===== src/inc/sector_map_regs.svh =====
// Offsets, field values, factory defaults and bus answers of the parameter block.
// Assumes a 12-bit AXI4-Lite byte address; every register is one aligned word.
`ifndef SECTOR_MAP_REGS_SVH
`define SECTOR_MAP_REGS_SVH

// ==========================================================
// Register byte offsets
`define OFS_HYBRID_SMALL 12'h07c
`define OFS_UNIFORM_HEADER 12'h080
`define OFS_UNIFORM_REGION 12'h084
`define OFS_STATUS_ONE 12'h100
`define OFS_CONFIG_ONE 12'h104
`define OFS_CONFIG_TWO 12'h108
`define OFS_CONFIG_THREE 12'h10c
`define OFS_CONFIG_FOUR 12'h110
`define OFS_PASSWORD_LO 12'h114
`define OFS_PASSWORD_HI 12'h118
`define OFS_SCHEME 12'h11c
`define OFS_VIEW_SEL 12'h120
`define OFS_VIEW_DATA 12'h124
`define OFS_LOCK_CLEAR 12'h128

// ==========================================================
// Sector-map descriptor fields
`define RESERVED_NIBBLE 4'hf
`define ERASE_4K 4'b0001
`define ERASE_256K 4'b0100
`define HYBRID_SMALL_UNITS 24'h00007f
`define UNIFORM_UNITS 24'h03ffff
`define HDR_RESERVED 8'hff
`define HDR_REGION_COUNT 8'h00
`define HDR_CONFIG_ID 8'h05
`define HDR_LOW_RESERVED 6'h3f
`define HDR_MAP_DESC 1'b1
`define HDR_END_DESC 1'b1
`define TABLE_BYTES 12

// ==========================================================
// View selector layout
`define VIEW_INDEX_MSB 9
`define VIEW_SPACE_LSB 10
`define VIEW_SPACE_MSB 11

// ==========================================================
// Factory defaults
`define ERASED_BYTE 8'hff
`define OTP_SEED_BYTES 16
`define OTP_BYTES 1024
`define SECTOR_COUNT 256
`define STATUS_ONE_RESET 8'h00
`define CONFIG_ONE_RESET 8'h00
`define CONFIG_TWO_RESET 8'h08
`define CONFIG_THREE_RESET 8'h00
`define CONFIG_FOUR_RESET 8'h10
`define PASSWORD_RESET 48'hffff_ffff_ffff
`define SCHEME_RESET 16'hffff
`define LOCK_RESET 1'b1

// ==========================================================
// Bus answers
`define RESP_OKAY 2'b00
`define RESP_SLVERR 2'b10
`define RESP_DECERR 2'b11

`endif


===== src/inc/sector_map_pkg.sv =====
// Types and descriptor builders shared by the parameter block files.
// Assumes the constants header is on the include path.
`include "sector_map_regs.svh"

package sector_map_pkg;

  typedef logic [1:0] resp_t;

  typedef enum logic [1:0]
  {
    space_table = 2'b00,
    space_array = 2'b01,
    space_otp = 2'b10,
    space_lock = 2'b11
  } space_t;

  // Erase-type byte: reserved nibble high, support flags low
  function automatic logic [7:0] erase_byte(input logic [3:0] types);
    erase_byte = {`RESERVED_NIBBLE, types};
  endfunction

  function automatic logic [31:0] region_dword(input logic [23:0] units, input logic [3:0] types);
    region_dword = {units, erase_byte(types)};
  endfunction

  function automatic logic [31:0] header_dword();
    header_dword = {`HDR_RESERVED, `HDR_REGION_COUNT, `HDR_CONFIG_ID, `HDR_LOW_RESERVED, `HDR_MAP_DESC,
                    `HDR_END_DESC};
  endfunction

endpackage


===== src/core/param_byte_view.sv =====
// Byte-wide view into the parameter table, main array, one-time area and lock bits.
// Purely combinational; the caller registers the result.
`timescale 1ns/1ns

module param_byte_view
  import sector_map_pkg::*;
#(
  // Factory random number; value arbitrary
  parameter logic [127:0] OTP_SEED = 128'h5a3c_96e1_0f7b_d248_a6c3_1e95_7d02_b4f8
)
(
  // Selection
  input wire space_t view_space,
  input wire logic [9:0] view_index,
  // Lock state
  input wire logic [255:0] lock_bits,
  // Result
  output logic [7:0] view_byte
);

  logic [95:0] table_words;

  assign table_words = {region_dword(`UNIFORM_UNITS, `ERASE_256K), header_dword(),
                        region_dword(`HYBRID_SMALL_UNITS, `ERASE_4K)};

  always_comb
  begin
    view_byte = `ERASED_BYTE;
    unique case (view_space)
      space_table:
      begin
        // Least significant byte first at ascending offsets
        if (view_index < 10'(`TABLE_BYTES))
          view_byte = table_words[8*view_index[3:0] +: 8];
      end
      space_array:
        view_byte = `ERASED_BYTE;
      space_otp:
      begin
        if (view_index < 10'(`OTP_SEED_BYTES))
          view_byte = OTP_SEED[8*view_index[3:0] +: 8];
        else
          view_byte = `ERASED_BYTE;
      end
      space_lock:
      begin
        if (view_index < 10'(`SECTOR_COUNT))
          view_byte = {7'h00, lock_bits[view_index[7:0]]};
        else
          view_byte = 8'h00;
      end
    endcase
  end

endmodule


===== src/core/sector_map_table.sv =====
// AXI4-Lite slave holding the sector-map descriptors and the factory default state.
// Assumes one clock, a synchronous active-high reset and a well-behaved master.
// How it works
// - Hybrid small-sector descriptor advertises only the 4-KB erase type.
// - Erase flags read 1 supported, 0 not; reserved upper nibble reads ones.
// - Uniform header: bits 31:24 ones, region count zero, configuration id five.
// - Uniform header low byte: reserved ones, map descriptor bit, end bit.
// - Uniform region size field holds 03ffffh, 256-byte units minus one.
// - Uniform region descriptor advertises only the 256-KB erase type.
// - Main array reads erased, every byte ffh.
// - One-time area: first 16 bytes random, the rest ffh.
// - Persistent first status register starts at 00h.
// - Persistent configuration registers one to four start 00h, 08h, 00h, 10h.
// - Password register starts all ones.
// - All per-sector lock bits start set; protection scheme starts ffffh.
//
// Our own choice: the AXI4-Lite slave port.
`timescale 1ns/1ns

module sector_map_table
  import sector_map_pkg::*;
(
  // Clock and reset
  input wire logic clk,
  input wire logic reset,
  // Write address
  input wire logic awvalid,
  output logic awready,
  input wire logic [11:0] awaddr,
  // Write data
  input wire logic wvalid,
  output logic wready,
  input wire logic [31:0] wdata,
  input wire logic [3:0] wstrb,
  // Write response
  output logic bvalid,
  input wire logic bready,
  output logic [1:0] bresp,
  // Read address
  input wire logic arvalid,
  output logic arready,
  input wire logic [11:0] araddr,
  // Read data
  output logic rvalid,
  input wire logic rready,
  output logic [31:0] rdata,
  output logic [1:0] rresp
);

  // ==========================================================
  // Persistent state
  // Writes program, except to the view selector: bits only go from 1 to 0, as in the cell array.
  // Nothing else here erases, so a cleared bit stays cleared until reset.
  logic [7:0] status_one;
  logic [7:0] config_reg [4];
  logic [47:0] password;
  logic [15:0] scheme;
  logic [255:0] lock_bits;
  logic [11:0] view_sel;
  logic [7:0] next_status_one;
  logic [7:0] next_config_reg [4];
  logic [47:0] next_password;
  logic [15:0] next_scheme;
  logic [255:0] next_lock_bits;
  logic [11:0] next_view_sel;

  // ==========================================================
  // Bus state
  logic aw_held;
  logic [11:0] aw_addr;
  logic w_held;
  logic [31:0] w_data;
  logic [3:0] w_strb;
  logic next_aw_held;
  logic [11:0] next_aw_addr;
  logic next_w_held;
  logic [31:0] next_w_data;
  logic [3:0] next_w_strb;
  logic next_bvalid;
  resp_t next_bresp;
  logic next_rvalid;
  logic [31:0] next_rdata;
  resp_t next_rresp;
  logic do_write;
  logic [7:0] view_byte;
  logic [31:0] rd_word;
  resp_t rd_resp;

  function automatic logic [31:0] program32(input logic [31:0] old, input logic [31:0] data,
                                            input logic [3:0] strb);
    logic [31:0] keep;
    keep = {{8{~strb[3]}}, {8{~strb[2]}}, {8{~strb[1]}}, {8{~strb[0]}}};
    program32 = old & (data | keep);
  endfunction

  function automatic resp_t write_resp(input logic [11:0] addr);
    unique case (addr)
      `OFS_STATUS_ONE, `OFS_CONFIG_ONE, `OFS_CONFIG_TWO, `OFS_CONFIG_THREE, `OFS_CONFIG_FOUR,
      `OFS_PASSWORD_LO, `OFS_PASSWORD_HI, `OFS_SCHEME, `OFS_VIEW_SEL, `OFS_LOCK_CLEAR:
        write_resp = `RESP_OKAY;
      `OFS_HYBRID_SMALL, `OFS_UNIFORM_HEADER, `OFS_UNIFORM_REGION, `OFS_VIEW_DATA:
        write_resp = `RESP_SLVERR;
      default:
        write_resp = `RESP_DECERR;
    endcase
  endfunction

  param_byte_view param_byte_view_inst
  (
    .view_space(space_t'(view_sel[`VIEW_SPACE_MSB:`VIEW_SPACE_LSB])),
    .view_index(view_sel[`VIEW_INDEX_MSB:0]),
    .lock_bits(lock_bits),
    .view_byte(view_byte)
  );

  // ==========================================================
  // Write channel
  // Address and data are taken in either order; the response waits for both.
  assign awready = !aw_held && !bvalid;
  assign wready = !w_held && !bvalid;
  assign do_write = aw_held && w_held && !bvalid;

  always_comb
  begin
    next_aw_held = aw_held;
    next_aw_addr = aw_addr;
    next_w_held = w_held;
    next_w_data = w_data;
    next_w_strb = w_strb;
    next_bvalid = bvalid;
    next_bresp = bresp;
    if (awvalid && awready)
    begin
      next_aw_held = 1'b1;
      next_aw_addr = {awaddr[11:2], 2'b00};
    end
    if (wvalid && wready)
    begin
      next_w_held = 1'b1;
      next_w_data = wdata;
      next_w_strb = wstrb;
    end
    if (do_write)
    begin
      next_aw_held = 1'b0;
      next_w_held = 1'b0;
      next_bvalid = 1'b1;
      next_bresp = write_resp(aw_addr);
    end
    else if (bvalid && bready)
      next_bvalid = 1'b0;
  end

  always_comb
  begin
    next_status_one = status_one;
    next_config_reg = config_reg;
    next_password = password;
    next_scheme = scheme;
    next_lock_bits = lock_bits;
    next_view_sel = view_sel;
    if (do_write)
    begin
      unique case (aw_addr)
        `OFS_STATUS_ONE:
          next_status_one = 8'(program32({24'h0, status_one}, w_data, w_strb));
        `OFS_CONFIG_ONE:
          next_config_reg[0] = 8'(program32({24'h0, config_reg[0]}, w_data, w_strb));
        `OFS_CONFIG_TWO:
          next_config_reg[1] = 8'(program32({24'h0, config_reg[1]}, w_data, w_strb));
        `OFS_CONFIG_THREE:
          next_config_reg[2] = 8'(program32({24'h0, config_reg[2]}, w_data, w_strb));
        `OFS_CONFIG_FOUR:
          next_config_reg[3] = 8'(program32({24'h0, config_reg[3]}, w_data, w_strb));
        `OFS_PASSWORD_LO:
          next_password[31:0] = program32(password[31:0], w_data, w_strb);
        `OFS_PASSWORD_HI:
          next_password[47:32] = 16'(program32({16'h0, password[47:32]}, w_data, w_strb));
        `OFS_SCHEME:
          next_scheme = 16'(program32({16'h0, scheme}, w_data, w_strb));
        `OFS_VIEW_SEL:
        begin
          if (w_strb[0])
            next_view_sel[7:0] = w_data[7:0];
          if (w_strb[1])
            next_view_sel[11:8] = w_data[11:8];
        end
        `OFS_LOCK_CLEAR:
        begin
          if (w_strb[0])
            next_lock_bits[w_data[7:0]] = 1'b0;
        end
        default:
        begin
        end
      endcase
    end
  end

  // ==========================================================
  // Read channel
  // One cycle from address to data; the view byte is taken at that edge.
  assign arready = !rvalid;

  always_comb
  begin
    rd_word = 32'h0000_0000;
    rd_resp = `RESP_OKAY;
    unique case ({araddr[11:2], 2'b00})
      `OFS_HYBRID_SMALL:
        rd_word = region_dword(`HYBRID_SMALL_UNITS, `ERASE_4K);
      `OFS_UNIFORM_HEADER:
        rd_word = header_dword();
      `OFS_UNIFORM_REGION:
        rd_word = region_dword(`UNIFORM_UNITS, `ERASE_256K);
      `OFS_STATUS_ONE:
        rd_word = {24'h0, status_one};
      `OFS_CONFIG_ONE:
        rd_word = {24'h0, config_reg[0]};
      `OFS_CONFIG_TWO:
        rd_word = {24'h0, config_reg[1]};
      `OFS_CONFIG_THREE:
        rd_word = {24'h0, config_reg[2]};
      `OFS_CONFIG_FOUR:
        rd_word = {24'h0, config_reg[3]};
      `OFS_PASSWORD_LO:
        rd_word = password[31:0];
      `OFS_PASSWORD_HI:
        rd_word = {16'h0, password[47:32]};
      `OFS_SCHEME:
        rd_word = {16'h0, scheme};
      `OFS_VIEW_SEL:
        rd_word = {20'h0, view_sel};
      `OFS_VIEW_DATA:
        rd_word = {24'h0, view_byte};
      `OFS_LOCK_CLEAR:
        rd_word = 32'h0000_0000;
      default:
        rd_resp = `RESP_DECERR;
    endcase
  end

  always_comb
  begin
    next_rvalid = rvalid;
    next_rdata = rdata;
    next_rresp = rresp;
    if (arvalid && arready)
    begin
      next_rvalid = 1'b1;
      next_rdata = rd_word;
      next_rresp = rd_resp;
    end
    else if (rvalid && rready)
      next_rvalid = 1'b0;
  end

  // ==========================================================
  // Registers
  always_ff @(posedge clk)
  begin
    if (reset)
    begin
      status_one <= `STATUS_ONE_RESET;
      config_reg[0] <= `CONFIG_ONE_RESET;
      config_reg[1] <= `CONFIG_TWO_RESET;
      config_reg[2] <= `CONFIG_THREE_RESET;
      config_reg[3] <= `CONFIG_FOUR_RESET;
      password <= `PASSWORD_RESET;
      scheme <= `SCHEME_RESET;
      lock_bits <= {`SECTOR_COUNT{`LOCK_RESET}};
      view_sel <= 12'h000;
      aw_held <= 1'b0;
      aw_addr <= 12'h000;
      w_held <= 1'b0;
      w_data <= 32'h0000_0000;
      w_strb <= 4'h0;
      bvalid <= 1'b0;
      bresp <= `RESP_OKAY;
      rvalid <= 1'b0;
      rdata <= 32'h0000_0000;
      rresp <= `RESP_OKAY;
    end
    else
    begin
      status_one <= next_status_one;
      config_reg <= next_config_reg;
      password <= next_password;
      scheme <= next_scheme;
      lock_bits <= next_lock_bits;
      view_sel <= next_view_sel;
      aw_held <= next_aw_held;
      aw_addr <= next_aw_addr;
      w_held <= next_w_held;
      w_data <= next_w_data;
      w_strb <= next_w_strb;
      bvalid <= next_bvalid;
      bresp <= next_bresp;
      rvalid <= next_rvalid;
      rdata <= next_rdata;
      rresp <= next_rresp;
    end
  end
endmodule


===== config.mk =====
export PLATFORM = sky130hd
export DESIGN_NAME = sector_map_table
export DESIGN_NICKNAME = d
export VERILOG_FILES = /design/src/inc/sector_map_pkg.sv /design/src/core/param_byte_view.sv /design/src/core/sector_map_table.sv
export VERILOG_INCLUDE_DIRS = /design/src /design/src/inc
export SDC_FILE = /design/constraint.sdc
export NUM_CORES = 1
export LEC_CHECK = 0
export BUFFER_PORTS_ARGS = -buffer_cell sky130_fd_sc_hd__buf_2
export CORE_MARGIN = 2
export CORE_UTILIZATION = 53
export DETAILED_ROUTE_END_ITERATION = 10
export GPL_TIMING_DRIVEN = 1
export MAX_ROUTING_LAYER = met4
export PLACE_DENSITY = 0.7
export SLEW_MARGIN = 15
export SYNTH_ARGS = -nofsm -noshare
export SYNTH_HDL_FRONTEND = slang
export SYNTH_SLANG_ARGS = --single-unit

===== constraint.sdc =====
create_clock -name clk -period 3.8 [get_ports clk]
set_input_delay 0.38 -clock clk [delete_from_list [all_inputs] [get_ports clk]]
set_output_delay 0.38 -clock clk [all_outputs]
set_load 0.1 [all_outputs]

==> results of run 1 <==
==> where the power goes <==
group / leakage, nW / internal (mW) / switching, mW
Sequential: 3.70 / 4.83 / 0.0510
Combinational: 2.98 / 0.117 / 0.306
Clock: 0.789 / 2.84 / 1.86
==> worst max-delay path: stages (launching register included) <==
cell and delay (ps):
sky130_fd_sc_hd__dfxtp_1 330, sky130_fd_sc_hd__or4b_4 600, sky130_fd_sc_hd__nor3b_4 260, sky130_fd_sc_hd__nor3b_4 530, sky130_fd_sc_hd__nand2_4 180, sky130_fd_sc_hd__nor2_4 560
sky130_fd_sc_hd__nand2_1 120, sky130_fd_sc_hd__a21o_1 210
==> metrics by stage <==
stage | instance area, um2 | worst slack (ps) | power, mW
after floorplan | 19400 | 605.9 | 5.272
after global placement | 20120 | 887.4 | 5.398
after detailed placement | 20120 | 827.2 | 5.406
after CTS | 21720 | 888.5 | 10.07
after global routing | 21720 | 731.7 | 10.29
final | 21720 | 880.0 | 10.01
==> worst min-delay path by stage <==
stage                                      from                           to  slack, ps
finish                                awaddr[6]      aw_addr[6]$_SDFFE_PP0P_         40
global route                          wdata[25]      w_data[25]$_SDFFE_PP0P_         50
CTS                                   awaddr[6]      aw_addr[6]$_SDFFE_PP0P_         30
detailed placement  lock_bits[201]$_SDFFE_PP1P_  lock_bits[201]$_SDFFE_PP1P_        430
global placement     lock_bits[16]$_SDFFE_PP1P_   lock_bits[16]$_SDFFE_PP1P_        430
floorplan             lock_bits[0]$_SDFFE_PP1P_    lock_bits[0]$_SDFFE_PP1P_        420
==> cell type report <==
| type | instances | area, um2 |
|---|---|---|
| clock inverter | 9 | 120.1 |
| inverter | 12 | 45.04 |
| clock buffer | 74 | 1470 |
| multi-input combinational | 1479 | 9462 |
| sequential | 457 | 9158 |
| fill | 3087 | 14620 |
| tap | 468 | 585.6 |
| timing repair buffer | 142 | 883.3 |
==> cell families after synthesis <==
logic type | count (synthesis)
simple gates | 781
compound gates | 599
flops | 457
buf+inv | 176
mux | 93
fa+ha+maj | 6
==> metal layers <==
layer / GRT usage / vias to the layer above
met2: 0.4598 / 468
li1: - / 7416
met3: 0.03575 / 108
met4: 0.1021 / 0
met5: - / -
met1: 0.3437 / 7631
==> synth_stat cells, types with 16 or more instances <==
cell                       number  area share
sky130_fd_sc_hd__a22oi_1       18      0.0070
sky130_fd_sc_hd__nor2_1       104       0.020
sky130_fd_sc_hd__buf_2         17      0.0044
sky130_fd_sc_hd__a21o_1       259        0.10
sky130_fd_sc_hd__clkbuf_1     125       0.024
sky130_fd_sc_hd__nand3_1       27      0.0070
sky130_fd_sc_hd__o21ai_0       85       0.022
sky130_fd_sc_hd__dfxtp_1      457        0.47
sky130_fd_sc_hd__a221oi_1      26       0.012
sky130_fd_sc_hd__nand2b_1     111       0.036
sky130_fd_sc_hd__a21oi_1      142       0.037
sky130_fd_sc_hd__mux2i_1       23       0.012
sky130_fd_sc_hd__mux4_2        55       0.064
sky130_fd_sc_hd__buf_6         16      0.0093
sky130_fd_sc_hd__nor2_4        16      0.0093
sky130_fd_sc_hd__nand2_1      413       0.080
==> placed cells by master (no fill, tap or decap), drive strengths merged, types with 4 or more instances in the layout <==
| master | netlist | final |
|---|---|---|
| nor3b | 17 | 17 |
| nand2b | 111 | 111 |
| mux2i | 23 | 23 |
| inv | 9 | 9 |
| nor3 | 14 | 14 |
| and2 | 8 | 8 |
| buf | 39 | 141 |
| nor4b | 5 | 5 |
| nand3 | 27 | 27 |
| nor4 | 5 | 5 |
| clkbuf | 125 | 74 |
| a22o | 14 | 14 |
| ha | 6 | 6 |
| o21ai | 85 | 85 |
| mux2 | 15 | 15 |
| a31oi | 12 | 12 |
| nor2 | 120 | 120 |
| nor2b | 12 | 12 |
| a221oi | 26 | 26 |
| a311oi | 4 | 4 |
| a2111oi | 6 | 6 |
| dfxtp | 457 | 457 |
| a21oi | 142 | 142 |
| nand4 | 14 | 14 |
| nand2 | 417 | 417 |
| mux4 | 55 | 55 |
| o21bai | 4 | 4 |
| clkinv | 3 | 9 |
| a21o | 259 | 259 |
| and3 | 14 | 14 |
| a211oi | 6 | 6 |
| a22oi | 18 | 18 |
==> timing repair <==
| item | in CTS | in global routing |
|---|---|---|
| hold buffers | 1 | 0 |
| resized for setup | 0 | 0 |
| hold endpoints to repair | 1 | 0 |
==> flow_metrics.tcl, run 1 <==
set metrics [dict create \
    run_status "finished clean" \
    clock_pin_slew_of_the_registers_on_the_worst_case_setup_and_hold_paths_ps 60 \
    dieHeight_um 195.3 \
    count_of_clock_tree_sinks 457 \
    synth-compound-area-share 0.2062 \
    io_buffer_count 103 \
    synthAdderAreaFrac 0.003869 \
    met3_wirelength_mm 3.001 \
    postSynthAreaPerCell_um2 9.187 \
    dr_total_vias 15620 \
    crit_start "aw_addr[6]$_SDFFE_PP0P_" \
    maxSlewViolCount 0 \
    final_util 0.5977 \
    drc 0 \
    hold_violations 0 \
    number_of_standard_cells_after_synthesis 2112 \
    finalWirelength_mm 51.67 \
    finish.net_count 2212 \
    number_of_global_route_vias_before_repair 15030 \
    h-tree-depth 2 \
    timing.hold.ws_ps 44.45 \
    diodes 0 \
    final_antenna_net_count 0 \
    top_routing_layer_in_use "met4" \
    synth.yosys.warnings 0 \
    synth_top_family_by_area "compound AO/OA/AOI/OAI gates" \
    timing.fmax_mhz 342.5 \
    cts_buffer_depth 3 \
    fin_setup_tns_ps 0 \
    rsz0062_at_grt "no" \
    clock_skew_ps 18.63 \
    timing.final.crit_period_ps 2920 \
    numCtsBuffers 47 \
    max_reg_flops 256 \
    netlist_area_um2 19400 \
    timing.critical_path.to "lock_bits[50]$_SDFFE_PP1P_" \
    synth-edff-count 0 \
    total_leakage_power_nw 7.475 \
    worstHoldPathCells 3 \
    crit_type "reg2reg" \
    routed_via_density 5.916 \
    setup_repair_bufs_after_cts 0 \
    grt_use_total 0.2757 \
    tightest_slew_ps 1087 \
    floorplan.die.width_um 195.3 \
    io-pin-count 108 \
    postSynthNetCount 2185 \
    vdd_ir_drop_max_v 0.0003190 \
    ys.flop_type "sky130_fd_sc_hd__dfxtp_1" \
    critPathRequiredTime_ps 4260 \
    postSynth.asyncResetShare 0 \
    cap_viol_max_count 0 \
    worstReg2RegEnd "lock_bits[50]$_SDFFE_PP1P_" \
    met2WireLength_mm 25.15 \
    rr_startpoint "aw_addr[6]$_SDFFE_PP0P_" \
    place_inst 2557 \
    regMostFlops "lock_bits" \
    hp-class "in2reg" \
    reg2reg_depth 7 \
    grt_max_degree 181 \
    global_route_wire_length_before_repair_mm 81.36 \
    setup-violations-final 0 \
    post_drt_wl_per_cell_um 19.56 \
    power-per-cell-area_nw_per_um2 460.6 \
    timing.critical_path.arrival_ps 3380 \
    clkLatencyLatePin_ps 580 \
    r2r_slack_ps 880 \
    synth_seq_cells 457 \
    top_regs "lock_bits x256, password x48" \
    crit_path_end_kind "flip-flop" \
    globalplace.congestion 0.8729 \
    synthToLayoutAreaGrowth_pct 11.95 \
    final_layout_size_suffix_gt1_frac 0.1459 \
    placeableCoreArea_um2 36350 \
    drtPass1Iterations 5 \
    cp-start-kind "flip-flop" \
    post_synth_mux_area_share 0.08441 \
    synthSimpleGateAreaFrac 0.1925 \
    initialDrtViolationCount 1292 \
    die_area_um2 38160 \
    final_cell_count_no_fill 2641 \
    synth_cell_type_count 64 \
    initial_core_utilization 0.5338 \
    synth_xor_area_frac 0 \
    clockRootBuffer "sky130_fd_sc_hd__clkbuf_16" \
    grt_antenna_before_repair 0 \
    m1WireLength_mm 21.97 \
    tritoncts "yes" \
    timing.final.crit_share 0.7684 \
    grt_overflow_total 0 \
    slew_headroom 0.2725 \
    place.detailed.hpwl_mm 32.18 \
    core.rowCount 70 \
    yosysSeqAreaShare 0.4715 \
    cp_max_fo 15 \
]
Power figures use the tool's default switching activity.
==> run 2, diff against run 1 <==
--- a/config.mk
+++ b/config.mk
@@ -6,6 +6,7 @@
 export SDC_FILE = /design/constraint.sdc
 export NUM_CORES = 1
 export LEC_CHECK = 0
+export ABC_AREA = 1
 export BUFFER_PORTS_ARGS = -buffer_cell sky130_fd_sc_hd__buf_2
 export CORE_MARGIN = 2
 export CORE_UTILIZATION = 53
==> constraint.sdc (replaced) <==
create_clock -name clk -period 3 [get_ports clk]
set_input_delay 0.3 -clock clk [delete_from_list [all_inputs] [get_ports clk]]
set_output_delay 0.3 -clock clk [all_outputs]
set_load 0.1 [all_outputs]
==> flow_metrics.tcl, run 2 <==
set metrics [dict create \
    finalWirelength_mm 58.37 \
    maxSlewViolCount 0 \
    place.detailed.hpwl_mm 37.17 \
    core.rowCount 70 \
    total_leakage_power_nw 10.34 \
    rsz0062_at_grt "no" \
    tightest_slew_ps 907.7 \
    vdd_ir_drop_max_v 0.0004732 \
    fin_setup_tns_ps 0 \
    power-per-cell-area_nw_per_um2 573.4 \
    count_of_clock_tree_sinks 457 \
    post_route_setup_slack_ps 210.9 \
    synth_seq_cells 457 \
    io-pin-count 108 \
    crit_type "reg2reg" \
    netlist_area_um2 19620 \
    grt_util_met3 0.04928 \
    critPathRequiredTime_ps 3510 \
    max_reg_flops 256 \
    reg2reg_depth 16 \
    number_of_global_route_vias_before_repair 17670 \
    most-common-layout-cells "sky130_fd_sc_hd__nand2_1 (859), sky130_fd_sc_hd__dfxtp_1 (456), sky130_fd_sc_hd__o21ai_0 (387)" \
    timing.fmax_mhz 358.5 \
    r2r_slack_ps 210 \
    drtPass1Iterations 6 \
    yosysSeqAreaShare 0.4664 \
    clock_pin_slew_of_the_registers_on_the_worst_case_setup_and_hold_paths_ps 60 \
    synth_cell_type_count 51 \
    initialDrtViolationCount 1526 \
    globalplace.congestion 0.9221 \
    yosys.cell_count.top_type "sky130_fd_sc_hd__nand2_1" \
    final_util 0.6149 \
    synth.yosys.warnings 0 \
    synth-edff-count 0 \
    hold_violations 0 \
    timing.final.crit_period_ps 2789 \
    top_regs "lock_bits x256, password x48" \
    hold_path_startpoint "wdata[10]" \
    numCtsBuffers 49 \
    cap_viol_max_count 0 \
    gr-usage-met2 0.4752 \
    hp-class "in2reg" \
    crit_path_end_kind "flip-flop" \
    worstHoldPathCells 3 \
    grt_antenna_before_repair 0 \
    tritoncts "yes" \
    setup-violations-final 0 \
    grt_use_total 0.3103 \
    drc 0 \
    diodes 0 \
    final_antenna_net_count 0 \
    finish.net_count 2971 \
    cp_max_fo 18 \
    placeableCoreArea_um2 36520 \
    synth.top_cell.area_share 0.4664 \
    cp-start-kind "flip-flop" \
    postSynthAreaPerCell_um2 6.962 \
    synth_commonest_cells "sky130_fd_sc_hd__nand2_1 (860), sky130_fd_sc_hd__dfxtp_1 (457), sky130_fd_sc_hd__o21ai_0 (387), sky130_fd_sc_hd__inv_1 (277), sky130_fd_sc_hd__nor2_1 (217)" \
    clkLatencyLatePin_ps 590 \
    post_drt_wl_per_cell_um 17.16 \
    postSynth.asyncResetShare 0 \
    dr_total_vias 18960 \
    synth.area.top_cells "sky130_fd_sc_hd__dfxtp_1 (47%), sky130_fd_sc_hd__nand2_1 (16%), sky130_fd_sc_hd__o21ai_0 (9.9%)" \
    cts_repair_resize_count 0 \
    clock_skew_ps 20.53 \
    regMostFlops "lock_bits" \
    grt_overflow_total 0 \
    yosysTopAreaCell "sky130_fd_sc_hd__dfxtp_1" \
    routed_via_density 5.574 \
    grt_max_degree 151 \
    layout.cells.most_common "sky130_fd_sc_hd__nand2_1" \
    timing.critical_path.arrival_ps 3300 \
    number_of_standard_cells_after_synthesis 2818 \
    dieHeight_um 196.4 \
    slew_headroom 0.3902 \
    io_buffer_count 103 \
    initial_core_utilization 0.5371 \
    holdPathEnd "w_data[10]$_SDFFE_PP0P_" \
    globalRouteMet1Util 0.4126 \
    global_route_wire_length_before_repair_mm 92.85 \
    die_area_um2 38570 \
    floorplan.die.width_um 196.4 \
    rr_startpoint "view_sel[1]$_SDFFE_PP0P_" \
    grt.busiest_layer "met2" \
    timing.final.crit_share 0.9297 \
    clockRootBuffer "sky130_fd_sc_hd__clkbuf_16" \
    postSynthNetCount 2891 \
    run_status "finished clean" \
    synthToLayoutAreaGrowth_pct 14.47 \
    h-tree-depth 2 \
    ys.flop_type "sky130_fd_sc_hd__dfxtp_1" \
    final_layout_size_suffix_gt1_frac 0.09956 \
    detailedPlace.worstSlack_ps 283.9 \
    worstReg2RegEnd "rdata[0]$_SDFFE_PP0P_" \
    cts_buffer_depth 3 \
]
-- run 2: cell count changes in the layout (fill, tap and decap cells not counted), sizes merged, moves of 103 or more --
cell,change
a21o,-259
inv,+273
nand2,+445
nand2b,-111
nand3,+154
nor2,+103
o21ai,+324
-- run 2: worst max path at each step --
stage,from,to,slack (ps)
after floorplan,bvalid$_SDFFE_PP0P_,w_data[22]$_SDFFE_PP0P_,260
after global placement,view_sel[1]$_SDFFE_PP0P_,rdata[0]$_SDFFE_PP0P_,320
after detailed placement,view_sel[1]$_SDFFE_PP0P_,rdata[0]$_SDFFE_PP0P_,280
after CTS,view_sel[1]$_SDFFE_PP0P_,rdata[0]$_SDFFE_PP0P_,270
after global routing,view_sel[1]$_SDFFE_PP0P_,rdata[0]$_SDFFE_PP0P_,1
final,view_sel[1]$_SDFFE_PP0P_,rdata[0]$_SDFFE_PP0P_,210
-- run 2: logic make-up after synthesis --
| family | synth area share |
|---|---|
| adder cells (fa/ha/maj) | 0.003827 |
| buffers and inverters | 0.08891 |
| AND/OR/NAND/NOR | 0.2810 |
| flip-flops | 0.4664 |
| AO/OA/AOI/OAI | 0.1599 |
-- run 2: per-layer routing --
layer / up-vias / wire length [um]
li1: 9205 / -
met5: - / 0
met4: 0 / 1886
met2: 725 / 26100
met1: 8889 / 25750
met3: 138 / 4634
-- run 2: metrics by stage --
step | power (mW) | instance area (um2) | std cells | hold slack (ps)
after floorplan | 6.750 | 19620 | 2818 | 420.3
after global placement | 6.938 | 20610 | 3290 | 429.8
after detailed placement | 6.953 | 20610 | 3290 | 441.4
after CTS | 12.92 | 22460 | 3401 | 1.111
after global routing | 13.24 | 22460 | 3401 | 26.32
final | 12.88 | 22460 | 3401 | 20.77
-- run 2: repair_timing --
| action | 4_1_cts | 5_1_grt |
|---|---|---|
| hold endpoints to repair | 25 | 0 |
| hold buffers | 25 | 0 |
| setup buffers | 0 | 0 |
-- run 2: layout make-up --
type / count / area, um2
fillers: 3355 / 14070
flip-flops and latches: 457 / 9153
multi-input cells: 1915 / 8732
clock buffers: 74 / 1483
repair buffers: 191 / 1314
inverters: 284 / 1074
well taps: 468 / 585.6
clock inverters: 12 / 116.4
-- run 2: worst max-delay path: stages (launching register included) --
cell	delay, ps
sky130_fd_sc_hd__dfxtp_1	520
sky130_fd_sc_hd__inv_1	210
sky130_fd_sc_hd__nor2_4	600
sky130_fd_sc_hd__nand3_1	140
sky130_fd_sc_hd__nand2_1	100
sky130_fd_sc_hd__o21ai_0	150
sky130_fd_sc_hd__nand3_1	150
sky130_fd_sc_hd__nand3_1	80
sky130_fd_sc_hd__nand3_1	140
sky130_fd_sc_hd__nand3_1	90
sky130_fd_sc_hd__nand2_1	90
sky130_fd_sc_hd__nand2_1	70
sky130_fd_sc_hd__nand2_1	70
sky130_fd_sc_hd__nand2_1	60
sky130_fd_sc_hd__nand2_1	70
sky130_fd_sc_hd__nand2_1	50
sky130_fd_sc_hd__a21oi_1	130
-- run 2: power by group --
| group | total (mW) | internal (mW) | switching, mW |
|---|---|---|---|
| Clock | 6.02 | 3.56 | 2.46 |
| Sequential | 6.19 | 6.14 | 0.0564 |
| Combinational | 0.664 | 0.147 | 0.517 |
==> run 3, diff against run 2 <==
--- a/config.mk
+++ b/config.mk
@@ -10,6 +10,7 @@
 export BUFFER_PORTS_ARGS = -buffer_cell sky130_fd_sc_hd__buf_2
 export CORE_MARGIN = 2
 export CORE_UTILIZATION = 53
+export CTS_CLUSTER_SIZE = 40
 export DETAILED_ROUTE_END_ITERATION = 10
 export GPL_TIMING_DRIVEN = 1
 export MAX_ROUTING_LAYER = met4
==> constraint.sdc (replaced) <==
create_clock -name clk -period 3 [get_ports clk]
set_input_delay 0 -clock clk [delete_from_list [all_inputs] [get_ports clk]]
set_output_delay 0 -clock clk [all_outputs]
set_load 0.1 [all_outputs]
==> flow_metrics.tcl, run 3 (synthesis results as in run 2) <==
set metrics [dict create \
    maxSlewViolCount 0 \
    crit_start "view_sel[2]$_SDFFE_PP0P_" \
    rsz0062_at_grt "no" \
    timing.critical_path.arrival_ps 3230 \
    globalplace.congestion 0.9053 \
    timing.fmax_mhz 356.0 \
    timing.critical_path.to "rdata[0]$_SDFFE_PP0P_" \
    grt_antenna_before_repair 0 \
    layout.cells.most_common "sky130_fd_sc_hd__nand2_1" \
    numCtsBuffers 48 \
    place.detailed.hpwl_mm 37.19 \
    power-per-cell-area_nw_per_um2 565.0 \
    switching_share 0.2305 \
    final_util 0.6200 \
    fill_cells 3274 \
    drc 0 \
    reg2reg_depth 17 \
    timing.final.crit_share 0.9364 \
    rr_startpoint "view_sel[2]$_SDFFE_PP0P_" \
    placeableCoreArea_um2 36520 \
    detailedPlace.worstSlack_ps 334.7 \
    diodes 0 \
    grt_max_degree 130 \
    cap_viol_max_count 0 \
    final_cell_count_no_fill 3423 \
    initialDrtViolationCount 1808 \
    post-layout-total-power_mw 12.79 \
    vdd_ir_drop_max_v 0.0006315 \
    grt_overflow_total 0 \
    max_reg_flops 256 \
    finish.net_count 2991 \
    io-pin-count 108 \
    routed_via_density 5.582 \
    crit_path_end_kind "flip-flop" \
    timing.hold.ws_ps 22.76 \
    worstReg2RegEnd "rdata[0]$_SDFFE_PP0P_" \
    h-tree-depth 2 \
    core.rowCount 70 \
    initial_core_utilization 0.5371 \
    clock_skew_ps 16.53 \
    pwr-share-clk 0.462 \
    finalWirelength_mm 58.83 \
    count_of_clock_tree_sinks 457 \
    power.internal_mw 9.845 \
    critPathRequiredTime_ps 3420 \
    crit_type "reg2reg" \
    synthToLayoutAreaGrowth_pct 15.43 \
    global_route_wire_length_before_repair_mm 93.48 \
    clkLatencyLatePin_ps 560 \
    comb_power_share 0.054 \
    most-common-layout-cells "sky130_fd_sc_hd__nand2_1 (859), sky130_fd_sc_hd__dfxtp_1 (456), sky130_fd_sc_hd__o21ai_0 (387)" \
    power.sequential.fraction 0.484 \
    io_buffer_count 103 \
    cts_buffer_depth 3 \
    hold_violations 0 \
    hp-class "in2reg" \
    timing.final.crit_period_ps 2809 \
    switch_pwr_mw 2.949 \
    post_route_setup_slack_ps 190.9 \
    post_drt_wl_per_cell_um 17.19 \
    total_leakage_power_nw 10.39 \
    dieHeight_um 196.4 \
    tritoncts "yes" \
    die_area_um2 38570 \
    grt_use_total 0.3118 \
    top_regs "lock_bits x256, password x48" \
    regMostFlops "lock_bits" \
    design_area_final_um2 22640 \
    placedInstanceArea_um2 20580 \
    slew_headroom 0.3044 \
    drtPass1Iterations 6 \
    cp-start-kind "flip-flop" \
    clockRootBuffer "sky130_fd_sc_hd__clkbuf_16" \
    clock_pin_slew_of_the_registers_on_the_worst_case_setup_and_hold_paths_ps 60 \
    final_antenna_net_count 0 \
    dr_total_vias 19110 \
    tightest_slew_ps 1034 \
    number_of_global_route_vias_before_repair 17720 \
    fin_setup_tns_ps 0 \
    cp_max_fo 21 \
    setup-violations-final 0 \
    r2r_slack_ps 190 \
    final_layout_size_suffix_gt1_frac 0.09509 \
    run_status "finished clean" \
    place_inst 3286 \
    floorplan.die.width_um 196.4 \
]
run 3: cell count changes in the layout (fill, tap and decap cells not counted), sizes merged:
cell / delta
clkinv: -4
clkbuf: +5
dlygate4sd3: +25
buf: -4
bufinv: +1
inv: -1
run 3: worst min-delay path by stage:
stage	cells after the start	slack (ps)	from	endpoint
5_1_grt	3	50	wvalid	w_strb[0]$_SDFFE_PP0P_
2_1_floorplan	3	160	bready	bvalid$_SDFFE_PP0P_
4_1_cts	3	0.5	wvalid	w_data[5]$_SDFFE_PP0P_
6_report	3	20	wvalid	w_data[7]$_SDFFE_PP0P_
3_3_place_gp	3	250	wdata[24]	w_data[24]$_SDFFE_PP0P_
3_5_place_dp	3	250	wdata[22]	w_data[22]$_SDFFE_PP0P_
run 3: area by class of cell:
| cell class | count | area, um2 | area share |
|---|---|---|---|
| flip-flops and latches | 457 | 9153 | 0.4042 |
| multi-input cells | 1915 | 8732 | 0.3856 |
| repair buffers | 212 | 1534 | 0.06774 |
| clock buffers | 79 | 1449 | 0.06399 |
| inverters | 284 | 1074 | 0.04741 |
| well taps | 468 | 585.6 | 0.02586 |
| clock inverters | 8 | 117.6 | 0.005194 |
run 3: per-layer routing:
metal  GRT usage  share of wire  up-vias
li1            -              -     9247
met1      0.4146           0.43     8969
met2      0.4849           0.45      759
met3     0.04894          0.083      132
met4      0.1086          0.031        0
met5           -              0        -
run 3: power by group through the flow:
stage	clock network, mW	registers (mW)	logic [mW]
6_report	5.90	6.19	0.695
5_1_grt	6.21	6.20	0.758
4_1_cts	5.96	6.19	0.683
3_5_place_dp	0	6.33	0.631
3_3_place_gp	0	6.32	0.620
2_1_floorplan	0	6.33	0.416
run 3: what timing repair did:
action | CTS | global route
hold buffers | 50 | 0
buffers inserted | 0 | 0
gates resized for setup | 0 | 0
hold endpoints to repair | 129 | 0
run 3: critical path, cell delays in order (launching register included):
cell and delay, ps:
sky130_fd_sc_hd__dfxtp_1 600, sky130_fd_sc_hd__buf_4 250, sky130_fd_sc_hd__nor2_2 50, sky130_fd_sc_hd__buf_4 250, sky130_fd_sc_hd__nand3_1 120, sky130_fd_sc_hd__nand2_1 60
sky130_fd_sc_hd__o21ai_0 360, sky130_fd_sc_hd__nand3_1 140, sky130_fd_sc_hd__nand3_1 110, sky130_fd_sc_hd__nand3_1 140, sky130_fd_sc_hd__nand3_1 130, sky130_fd_sc_hd__nand2_1 70
sky130_fd_sc_hd__nand2_1 80, sky130_fd_sc_hd__nand2_1 50, sky130_fd_sc_hd__nand2_1 60, sky130_fd_sc_hd__nand2_1 60, sky130_fd_sc_hd__nand2_1 70, sky130_fd_sc_hd__a21oi_1 60
